## config.mk

```make
export PLATFORM = sky130hd
export DESIGN_NAME = psr_flags_reg
export DESIGN_NICKNAME = d
export VERILOG_FILES = /design/src/rtl/psr_alu_flags.v /design/src/rtl/psr_flags_reg.v
export VERILOG_INCLUDE_DIRS = /design/src /design/src/rtl
export SDC_FILE = /design/constraint.sdc
export NUM_CORES = 1
export LEC_CHECK = 0
export BUFFER_PORTS_ARGS = -buffer_cell sky130_fd_sc_hd__clkbuf_2
export CAP_MARGIN = 20
export CORE_ASPECT_RATIO = 0.6
export CORE_MARGIN = 2
export CORE_UTILIZATION = 40
export DETAILED_ROUTE_END_ITERATION = 16
export PLACE_DENSITY_LB_ADDON = 0.3
export SKIP_LAST_GASP = 1
export SLEW_MARGIN = 25
export SYNTH_ARGS = -nofsm -noshare
export SYNTH_HDL_FRONTEND = slang
export SYNTH_HIERARCHICAL = 1
export SYNTH_SLANG_ARGS = --single-unit
```

## constraint.sdc

```tcl
create_clock -name core_clk -period 6.2 [get_ports core_clk]
set_input_delay 0.93 -clock core_clk [delete_from_list [all_inputs] [get_ports core_clk]]
set_output_delay 0.93 -clock core_clk [all_outputs]
set_load 0.1 [all_outputs]
```

## src/rtl/psr_consts.vh

```
// constants for the processor flags register block
// assumes inclusion by bare name from the design files
`ifndef PSR_CONSTS_VH
`define PSR_CONSTS_VH
`define PSR_ADDR_BANK0    9'h003
`define PSR_ADDR_MASK     9'h07f
`define PSR_BIT_IND_BANK_POS  7
`define PSR_BIT_RPH_POS       6
`define PSR_BIT_RPL_POS       5
`define PSR_BIT_TIMEOUT_POS   4
`define PSR_BIT_PWRDN_POS     3
`define PSR_BIT_Z_POS         2
`define PSR_BIT_NIB_CARRY_POS 1
`define PSR_BIT_C_POS         0
`define PSR_RESET_UPPER   3'h0
`define PSR_RESET_TIMEOUT 1'b1
`define PSR_RESET_PWRDN   1'b1
`define PSR_RESET_ALU     3'h0
`define PSR_NIB_MSB       3
`define PSR_ALU_OP_ADD    2'h0
`define PSR_ALU_OP_SUB    2'h1
`define PSR_ALU_OP_LOGIC  2'h2
`define PSR_ALU_OP_CLEAR  2'h3
`endif

```

## src/rtl/psr_alu_flags.v

```verilog
// flag generator: computes result and zero, nibble carry, carry
// assumes operands valid in the same cycle as the op code
`timescale 1ns/1ps
`include "psr_consts.vh"
module psr_alu_flags #(
  parameter WIDTH = 8
) (
  input  wire [1:0]       op,
  input  wire [WIDTH-1:0] file_operand,
  input  wire [WIDTH-1:0] w_operand,
  input  wire [WIDTH-1:0] logic_result,
  output reg  [WIDTH-1:0] result,
  output wire             zero_out,
  output reg              nibble_carry_out,
  output reg              carry_out
);
  // ***************************
  // add / subtract with carries
  // ***************************
  reg [WIDTH:0] full_sum;
  reg [4:0]     nib_sum;
  reg [WIDTH-1:0] addend;
  always @* begin
    addend           = w_operand;
    result           = logic_result;
    nibble_carry_out = 1'b0;
    carry_out        = 1'b0;
    full_sum         = {(WIDTH+1){1'b0}};
    nib_sum          = 5'h00;
    case (op)
      `PSR_ALU_OP_ADD, `PSR_ALU_OP_SUB: begin
        // subtraction adds two's complement of w
        if (op == `PSR_ALU_OP_SUB) begin
          addend = ~w_operand;
        end
        full_sum = {1'b0, file_operand} + {1'b0, addend} + {{WIDTH{1'b0}}, (op == `PSR_ALU_OP_SUB)};
        nib_sum  = {1'b0, file_operand[`PSR_NIB_MSB:0]} + {1'b0, addend[`PSR_NIB_MSB:0]}
                   + {4'h0, (op == `PSR_ALU_OP_SUB)};
        result           = full_sum[WIDTH-1:0];
        nibble_carry_out = nib_sum[4];
        carry_out        = full_sum[WIDTH];
      end
      `PSR_ALU_OP_CLEAR: begin
        result = {WIDTH{1'b0}};
      end
      default: begin
        result = logic_result;
      end
    endcase
  end
  assign zero_out = (result == {WIDTH{1'b0}});
endmodule

```

## src/rtl/psr_flags_reg.v

```verilog
// processor flags register: alu flags, reset cause and bank select
// assumes datapath presents one instruction per enabled cycle
// assumes reset-cause pulses come from the reset and sleep logic
// How it works
// the register answers at its address in all four banks.
// it holds alu flags, reset-cause bits and bank-select bits.
// any instruction may write it like an ordinary file register.
// when the instruction sets flags, flag results override written flag bits.
// timeout and power-down bits ignore writes; only reset and sleep logic moves them.
// a clear-file on it zeroes bank bits, keeps reset and carry bits, sets zero.
// software should alter it only with bit clear, bit set, swap and move-to-file.
// in subtraction carry and nibble carry are inverted borrows via two's complement.
// bit 7 selects indirect bank pair, bits 6-5 select the direct bank.
// zero on zero result, carries out of bit 3 and msb; timeout/sleep clear flags.
`timescale 1ns/1ps
`include "psr_consts.vh"
module psr_flags_reg #(
  parameter WIDTH = 8
) (
  input  wire             core_clk,
  input  wire             reset,
  input  wire             instr_en,
  input  wire [8:0]       dest_addr,
  input  wire             dest_write,
  input  wire [1:0]       alu_op,
  input  wire             flags_affect_z,
  input  wire             flags_affect_c,
  input  wire [WIDTH-1:0] file_operand,
  input  wire [WIDTH-1:0] w_operand,
  input  wire [WIDTH-1:0] logic_result,
  input  wire             power_up_event,
  input  wire             clrwdt_event,
  input  wire             watchdog_expired,
  input  wire             sleep_entry,
  output reg  [WIDTH-1:0] flags_read_data,
  output wire [WIDTH-1:0] alu_result,
  output wire             indirect_bank_select,
  output wire [1:0]       direct_bank,
  output wire             dest_is_flags
);
  // ***************************
  // storage
  // ***************************
  // bank select
  reg indirect_bank_reg;
  reg direct_bank_select_hi;
  reg direct_bank_select_lo;
  // reset cause
  reg watchdog_timeout_flag;
  reg power_down_flag;
  // alu flags
  reg zero_flag;
  reg nibble_carry_flag;
  reg carry_flag;
  wire alu_zero;
  wire alu_nib;
  wire alu_carry;

  // ***************************
  // flag generator
  // ***************************
  psr_alu_flags #(
    .WIDTH (WIDTH)
  ) u_alu (
    .op               (alu_op),
    .file_operand     (file_operand),
    .w_operand        (w_operand),
    .logic_result     (logic_result),
    .result           (alu_result),
    .zero_out         (alu_zero),
    .nibble_carry_out (alu_nib),
    .carry_out        (alu_carry)
  );

  // ***************************
  // address decode
  // ***************************
  function is_flags_addr;
    input [8:0] a;
    begin
      is_flags_addr = ((a & `PSR_ADDR_MASK) == `PSR_ADDR_BANK0);
    end
  endfunction

  // mirrored in every bank
  assign dest_is_flags = is_flags_addr(dest_addr);
  wire wr_hit = instr_en && dest_write && dest_is_flags;

  // ***************************
  // write qualification
  // ***************************
  // a flag-setting instruction blocks the data write to all three alu bits
  wire [WIDTH-1:0] wd           = alu_result;
  wire             flag_touch   = flags_affect_z || flags_affect_c;
  wire             flag_data_wr = wr_hit && !flag_touch;
  wire             z_update     = instr_en && flags_affect_z;
  wire             c_update     = instr_en && flags_affect_c;
  wire             to_set_event = power_up_event || clrwdt_event || sleep_entry;
  wire             pd_set_event = power_up_event || clrwdt_event;

  // ***************************
  // next values: bank select
  // ***************************
  reg next_indirect_bank;
  reg next_direct_hi;
  reg next_direct_lo;

  // bank bits behave as plain file bits
  always @* begin
    next_indirect_bank = indirect_bank_reg;
    next_direct_hi     = direct_bank_select_hi;
    next_direct_lo     = direct_bank_select_lo;
    if (wr_hit) begin
      next_indirect_bank = wd[`PSR_BIT_IND_BANK_POS];
      next_direct_hi     = wd[`PSR_BIT_RPH_POS];
      next_direct_lo     = wd[`PSR_BIT_RPL_POS];
    end
  end

  // ***************************
  // next values: zero flag
  // ***************************
  reg next_zero;

  // flag result overrides the data write
  always @* begin
    next_zero = zero_flag;
    if (flag_data_wr) begin
      next_zero = wd[`PSR_BIT_Z_POS];
    end
    if (z_update) begin
      next_zero = alu_zero;
    end
  end

  // ***************************
  // next values: carries
  // ***************************
  reg next_nibble_carry;
  reg next_carry;

  always @* begin
    next_nibble_carry = nibble_carry_flag;
    next_carry        = carry_flag;
    if (flag_data_wr) begin
      next_nibble_carry = wd[`PSR_BIT_NIB_CARRY_POS];
      next_carry        = wd[`PSR_BIT_C_POS];
    end
    if (c_update) begin
      next_nibble_carry = alu_nib;
      next_carry        = alu_carry;
    end
  end

  // ***************************
  // next values: timeout
  // ***************************
  reg next_timeout;

  // expiry wins over the set events
  always @* begin
    next_timeout = watchdog_timeout_flag;
    if (to_set_event) begin
      next_timeout = 1'b1;
    end
    if (watchdog_expired) begin
      next_timeout = 1'b0;
    end
  end

  // ***************************
  // next values: power down
  // ***************************
  reg next_power_down;

  // sleep wins over the set events
  always @* begin
    next_power_down = power_down_flag;
    if (pd_set_event) begin
      next_power_down = 1'b1;
    end
    if (sleep_entry) begin
      next_power_down = 1'b0;
    end
  end

  // ***************************
  // register update
  // ***************************
  always @(posedge core_clk) begin
    if (reset) begin
      {indirect_bank_reg, direct_bank_select_hi, direct_bank_select_lo} <= `PSR_RESET_UPPER;
      watchdog_timeout_flag                      <= `PSR_RESET_TIMEOUT;
      power_down_flag                            <= `PSR_RESET_PWRDN;
      {zero_flag, nibble_carry_flag, carry_flag} <= `PSR_RESET_ALU;
    end else begin
      indirect_bank_reg     <= next_indirect_bank;
      direct_bank_select_hi <= next_direct_hi;
      direct_bank_select_lo <= next_direct_lo;
      watchdog_timeout_flag <= next_timeout;
      power_down_flag       <= next_power_down;
      zero_flag             <= next_zero;
      nibble_carry_flag     <= next_nibble_carry;
      carry_flag            <= next_carry;
    end
  end

  // ***************************
  // read image
  // ***************************
  always @(posedge core_clk) begin
    if (reset) begin
      flags_read_data <= {WIDTH{1'b0}};
    end else begin
      flags_read_data <= {indirect_bank_reg, direct_bank_select_hi, direct_bank_select_lo,
                          watchdog_timeout_flag, power_down_flag,
                          zero_flag, nibble_carry_flag, carry_flag};
    end
  end

  // ***************************
  // bank outputs
  // ***************************
  assign indirect_bank_select = indirect_bank_reg;
  assign direct_bank          = {direct_bank_select_hi, direct_bank_select_lo};
endmodule

```

Word-level counts from Yosys, hierarchy flattened
Cells that the tools add are included.
{"block": "classes", "add_sub_neg": 4, "multipliers": 0, "div": 0, "n_lt_le_gt_ge": 0, "n_eq_ne": 3, "shifts": 0, "muxes": 15, "n_bitwise": 1, "n_reduce_logical": 16}
{"op": "$mux W8", "count": 2}
{"op": "$pmux W8 S2", "count": 1}
{"op": "$mux W1", "count": 12}
{"op": "$add A8 B8 Y9", "count": 1}
{"op": "$add A9 B1 Y9", "count": 1}
{"op": "$logic_not A8 Y1", "count": 1}
{"op": "$not A8 Y8", "count": 1}
{"op": "$reduce_bool A2 Y1", "count": 4}
{"op": "$eq A7 B2 Y1 const B", "count": 1}
{"op": "$add A4 B4 Y5", "count": 1}
{"op": "$add A5 B1 Y5", "count": 1}
{"op": "$logic_and A1 B1 Y1", "count": 5}
{"op": "$logic_or A1 B1 Y1", "count": 3}
{"op": "$eq A2 B1 Y1 const B", "count": 1}
{"op": "$eq A2 B2 Y1 const B", "count": 1}
{"op": "$logic_not A2 Y1", "count": 1}
{"op": "$reduce_or A2 Y1", "count": 1}
{"op": "$logic_not A1 Y1", "count": 1}
{"block": "totals", "regBits": 16, "latchBits": 0, "ram_bits": 0, "rom_bits": 0, "out_inout_bits": 20, "elab_cells": 48, "mem_count": 0}

Depth between registers and ports, before layout
{"block": "logic_depth", "ltp_word": 8, "ltp_mapped": 14, "ltp_nobuf": 13}

Modules after synthesis
The synthesis kept the hierarchy.
{"mod": "psr_flags_reg", "n_inst": 1, "cells_per_inst": 66, "area_each_um2": 679.4, "seq_area_each_um2": 320.3}
{"mod": "psr_alu_flags", "n_inst": 1, "cells_per_inst": 84, "area_each_um2": 638.1, "seq_area_each_um2": 0.0}

Least setup slack after synthesis
OpenSTA, ideal clock, no wires.
{"block": "synth_path", "kind": "in2out", "from": "input port alu_op[1]", "to": "output port alu_result[6]", "arrival_ns": 4.645, "required_ns": 5.270, "setup_slack_ns": 0.625, "path_stages": 10, "n_path_buf": 1, "path_cell_list": "nand2b_1 buf_4 xnor2_1 inv_1 fa_1 nor2b_1 nor3_1 o21a_1 xor2_1 o21ai_0"}
{"block": "synth_between", "elab_chain_cells": 6, "elab_cells_between_ends": 9}
{"item": "from (decl)", "line_no": "psr_flags_reg.v:25", "text": "input wire [1:0] alu_op,"}
{"item": "$eq A2 B1 Y1", "line_no": "psr_alu_flags.v:30", "text": "case (op)"}
{"item": "$mux W8", "line_no": "psr_alu_flags.v:33", "text": "if (op == `PSR_ALU_OP_SUB) begin"}
{"item": "$mux W8", "line_no": "psr_alu_flags.v:30"}
{"item": "$add A8 B8 Y9", "line_no": "psr_alu_flags.v:36", "text": "full_sum = {1'b0, file_operand} + {1'b0, addend} + {{WIDTH{1'b0}}, (op == `PSR_ALU_OP_SUB)};"}
{"item": "$add A9 B1 Y9", "line_no": "psr_alu_flags.v:36"}
{"item": "$pmux W8 S2 *", "line_no": "psr_alu_flags.v:30"}
{"item": "to (decl)", "line_no": "psr_flags_reg.v:36", "text": "output wire [WIDTH-1:0] alu_result,"}
Every way passes the cells marked *; elsewhere a longest branch is shown, timed or not. The select of a mux whose other input is x is not followed.

Final worst setup path
Ends and elaborated chain as after synthesis.

==> summary.md <==
| Metric | Value |
|---|---|
| Status | `finished clean` |
| R2R Setup Slk | `around 5.4 ns` |
| EDFF count, synth | `0` |
| Worst r2r src | `nibble_carry_flag$_SDFFE_PP0P_` |
| Critical hold path startpoint | `zero_flag$_SDFFE_PP0P_` |
| Most frequent cell after synthesis | `dfxtp_1` |
| Leading area contributor after synthesis | `dfxtp_1` |
| Comb pwr share | `0.498` |
| Tcrit/Tclk final | `0.777` |
| Vias/cell | `4.95` |
| Predominant post-synthesis flop cell | `dfxtp_1` |
| Async SR Flop Fraction | `0` |
| Final setup TNS | `0 ns` |
| Count of pins over their slew limit | `0` |
| Post-DP Area | `about 1600 um^2` |
| P per Cell Area | `between 200 and 250 nW/um^2` |
| First-pass GRT wire length | `approximately 5000 um` |
| Mapped Area | `1320 um^2` |
| Initial antenna violation count | `0` |
| WL/cell | `11.5 um` |
| Warnings, synthesis | `6` |
| Setup ws final | `1.38 ns` |
| Transition time of the tightest slew-check pin | `~0.57 ns` |
| Routed wire length | `roughly 3000 um` |
| Largest net degree at the start of global routing | `17` |
| Clock Skew | `0.000619 ns` |
| CP Launch Type | `input pin` |
| Met2 Resource Use GR | `0.224` |
| Clock transition at path regs | `approximately 0.06 ns` |
| Peak supply drop | `around 0.11 mV` |
| Clock Tree Root | `clkbuf_8` |
| Synth top area share | `0.243` |
| Sequential element share of the synthesized area | `0.243` |
| Via count | `roughly 1300` |
| Ant. Diodes | `0` |
| Part of the power in the clock network | `0.229` |
| Worst min path class | `reg -> reg` |
| TritonCTS clock tree | `done` |
| PortBufs | `62` |
| Area delta synth->final | `28.1%` |
| Drt first pass iters | `4` |
| Die Ht | `48.5 um` |
| Synth top cells by count | `16 x dfxtp_1, 12 x nand2_1, 11 x a21oi_1` |
| Die X | `~78 um` |
| # DRC | `0` |
| Hpwl dp | `approximately 2500 um` |
| GRT Overall Usage | `0.163` |
| Synth area leaders | `dfxtp_1 24%, ha_1 9.5%, xnor2_1 5.3%` |
| Leak | `just under 0.8 nW` |
| WP data arrival | `slightly below 4 ns` |
| Hold buffers post-CTS | `0` |
| CP required | `roughly 5.3 ns` |
| Final Hold Fails | `0` |
| Design Area, Final | `1690 um^2` |
| RSZ-0062 raised after global routing | `false` |
| Total power draw | `between 0.3 and 0.4 mW` |
| Met3 GRT Util | `0.0690` |
| Final setup viols | `0` |
| Clock Latency Late Sink | `0.24 ns` |
| Worst setup EP type | `primary output` |
| Area of the core | `3200 um^2` |
| Max-slew headroom | `0.620` |
| Share of power burned in registers | `0.272` |
| Routing usage on met1 | `0.247` |
| CP Launch Point | `alu_op[1]` |
| Synth Area per Inst | `between 8 and 9 um^2` |
| Gr busiest metal | `met1` |
| Total CTS buffers | `3` |
| Iteration-0 DRC Markers | `53` |
| Clock sinks | `16` |
| #FFs+latches synth | `16` |
| Distinct cell type count after synthesis | `47` |
| Crit path max fanout | `15` |
| Mapped Cells | `150` |
| I/O Pins | `65` |
| Pre-CTS WS | `approximately 1.4 ns` |
| Net Count, Synth | `206` |
| Psw | `around 0.18 mW` |
| DIE AREA | `between 3000 and 4000 um^2` |
| Net switching fraction of the power | `0.448` |
| Clock Tree Buf Depth | `2` |
| GR Overflow Total | `0` |
| Row count | `16` |
| Vias in the first global route | `between 1000 and 1500` |
| WS Path Type | `in -> out` |
| Global placement routability congestion | `0.814` |
| Int Power | `0.217 mW` |
| Setup bufs post-CTS | `0` |
| Fin nets | `around 270` |
| Min Clock Period, post-route | `slightly below 5 ns` |
| Initial core utilization | `0.411` |
| ANT nets after route | `0` |
| # H-tree levels | `1` |
| Total of max-cap violations | `0` |
| CTS resizes | `0` |
| Fmax | `slightly above 200 MHz` |
| Layout cells sized above 1 | `0.394` |
==> worst max-delay path: stages <==
cell and delay [ns]:
clkbuf_2 0.21, nand2b_1 0.47, xnor2_1 0.32, inv_1 0.09
fa_1 0.43, nor2b_1 0.24, nor3_1 0.09, o21a_1 0.23
xor2_1 0.16, o21ai_0 0.20, clkbuf_2 0.50
==> path summary, 6_finish.rpt <==
kind | end | cells after the start
setup / recovery | alu_result[6] | 11
hold reg to reg | flags_read_data[2]$_SDFF_PP0_ | 2
hold / removal | flags_read_data[2]$_SDFF_PP0_ | 2
setup reg to reg | nibble_carry_flag$_SDFFE_PP0P_ | 2
==> flip-flops by register name, indices dropped and copies added, names as in the netlist <==
| name | cells |
|---|---|
| flags_read_data | 8 |
| carry_flag | 1 |
| direct_bank_select_hi | 1 |
| direct_bank_select_lo | 1 |
| indirect_bank_select | 1 |
| nibble_carry_flag | 1 |
| power_down_flag | 1 |
| watchdog_timeout_flag | 1 |
| zero_flag | 1 |
==> power by group through the flow <==
stage                     logic, mW  clock network (mW)  registers (mW)
final                         0.196              0.0901           0.107
after global routing          0.210               0.101           0.107
after CTS                     0.196              0.0923           0.107
after detailed placement      0.196                   0           0.109
after global placement        0.195                   0           0.109
after floorplan               0.144                   0           0.120
==> cell type report <==
type / count / area [um^2]
flip-flops and latches: 16 / 320
fillers: 320 / 1520
clock buffers: 4 / 55.1
inverters: 6 / 22.5
well taps: 45 / 56.3
repair buffers: 62 / 310
multi-input cells: 120 / 923
==> layout by cell type (no fill, tap or decap), drive strengths merged, types with 2 or more instances in the layout <==
cell type | Yosys | layout
a21bo | 2 | 2
a21oi | 11 | 11
a41oi | 2 | 2
and2 | 2 | 2
and4bb | 2 | 2
clkbuf | 2 | 66
dfxtp | 16 | 16
ha | 10 | 10
inv | 6 | 6
mux2 | 2 | 2
nand2 | 12 | 12
nand2b | 3 | 3
nand3 | 3 | 3
nand4 | 4 | 4
nor2 | 6 | 6
nor2b | 9 | 9
nor3 | 4 | 4
nor4 | 3 | 3
o211ai | 3 | 3
o21a | 2 | 2
o21ai | 10 | 10
o21bai | 4 | 4
o31ai | 4 | 4
xnor2 | 8 | 8
xor2 | 4 | 4
==> logic make-up after synthesis <==
logic type | count (synthesis) | share of synthesized area
xor gates and xnor gates | 12 | 0.0798
muxes | 2 | 0.0171
buffers and inverters | 14 | 0.0560
AOI/OAI and AO/OA | 42 | 0.231
adders and majority gates | 11 | 0.110
and+or+nand+nor | 53 | 0.263
DFF | 16 | 0.243
==> metrics by stage <==
step                       util  hold slack [ns]  cells
after floorplan               -            0.417    150
after global placement    0.510            0.431    249
after detailed placement  0.510            0.433    249
after CTS                 0.527            0.440    253
after global routing      0.527            0.474    253
final                     0.527            0.442    253
==> routing by layer <==
layer / up-vias / part of all wire
li1: 657 / -
met1: 556 / 0.52
met2: 39 / 0.39
met3: 0 / 0.094
met4: 0 / 0
met5: - / 0
Note: power is estimated with default switching activity, not from simulation.
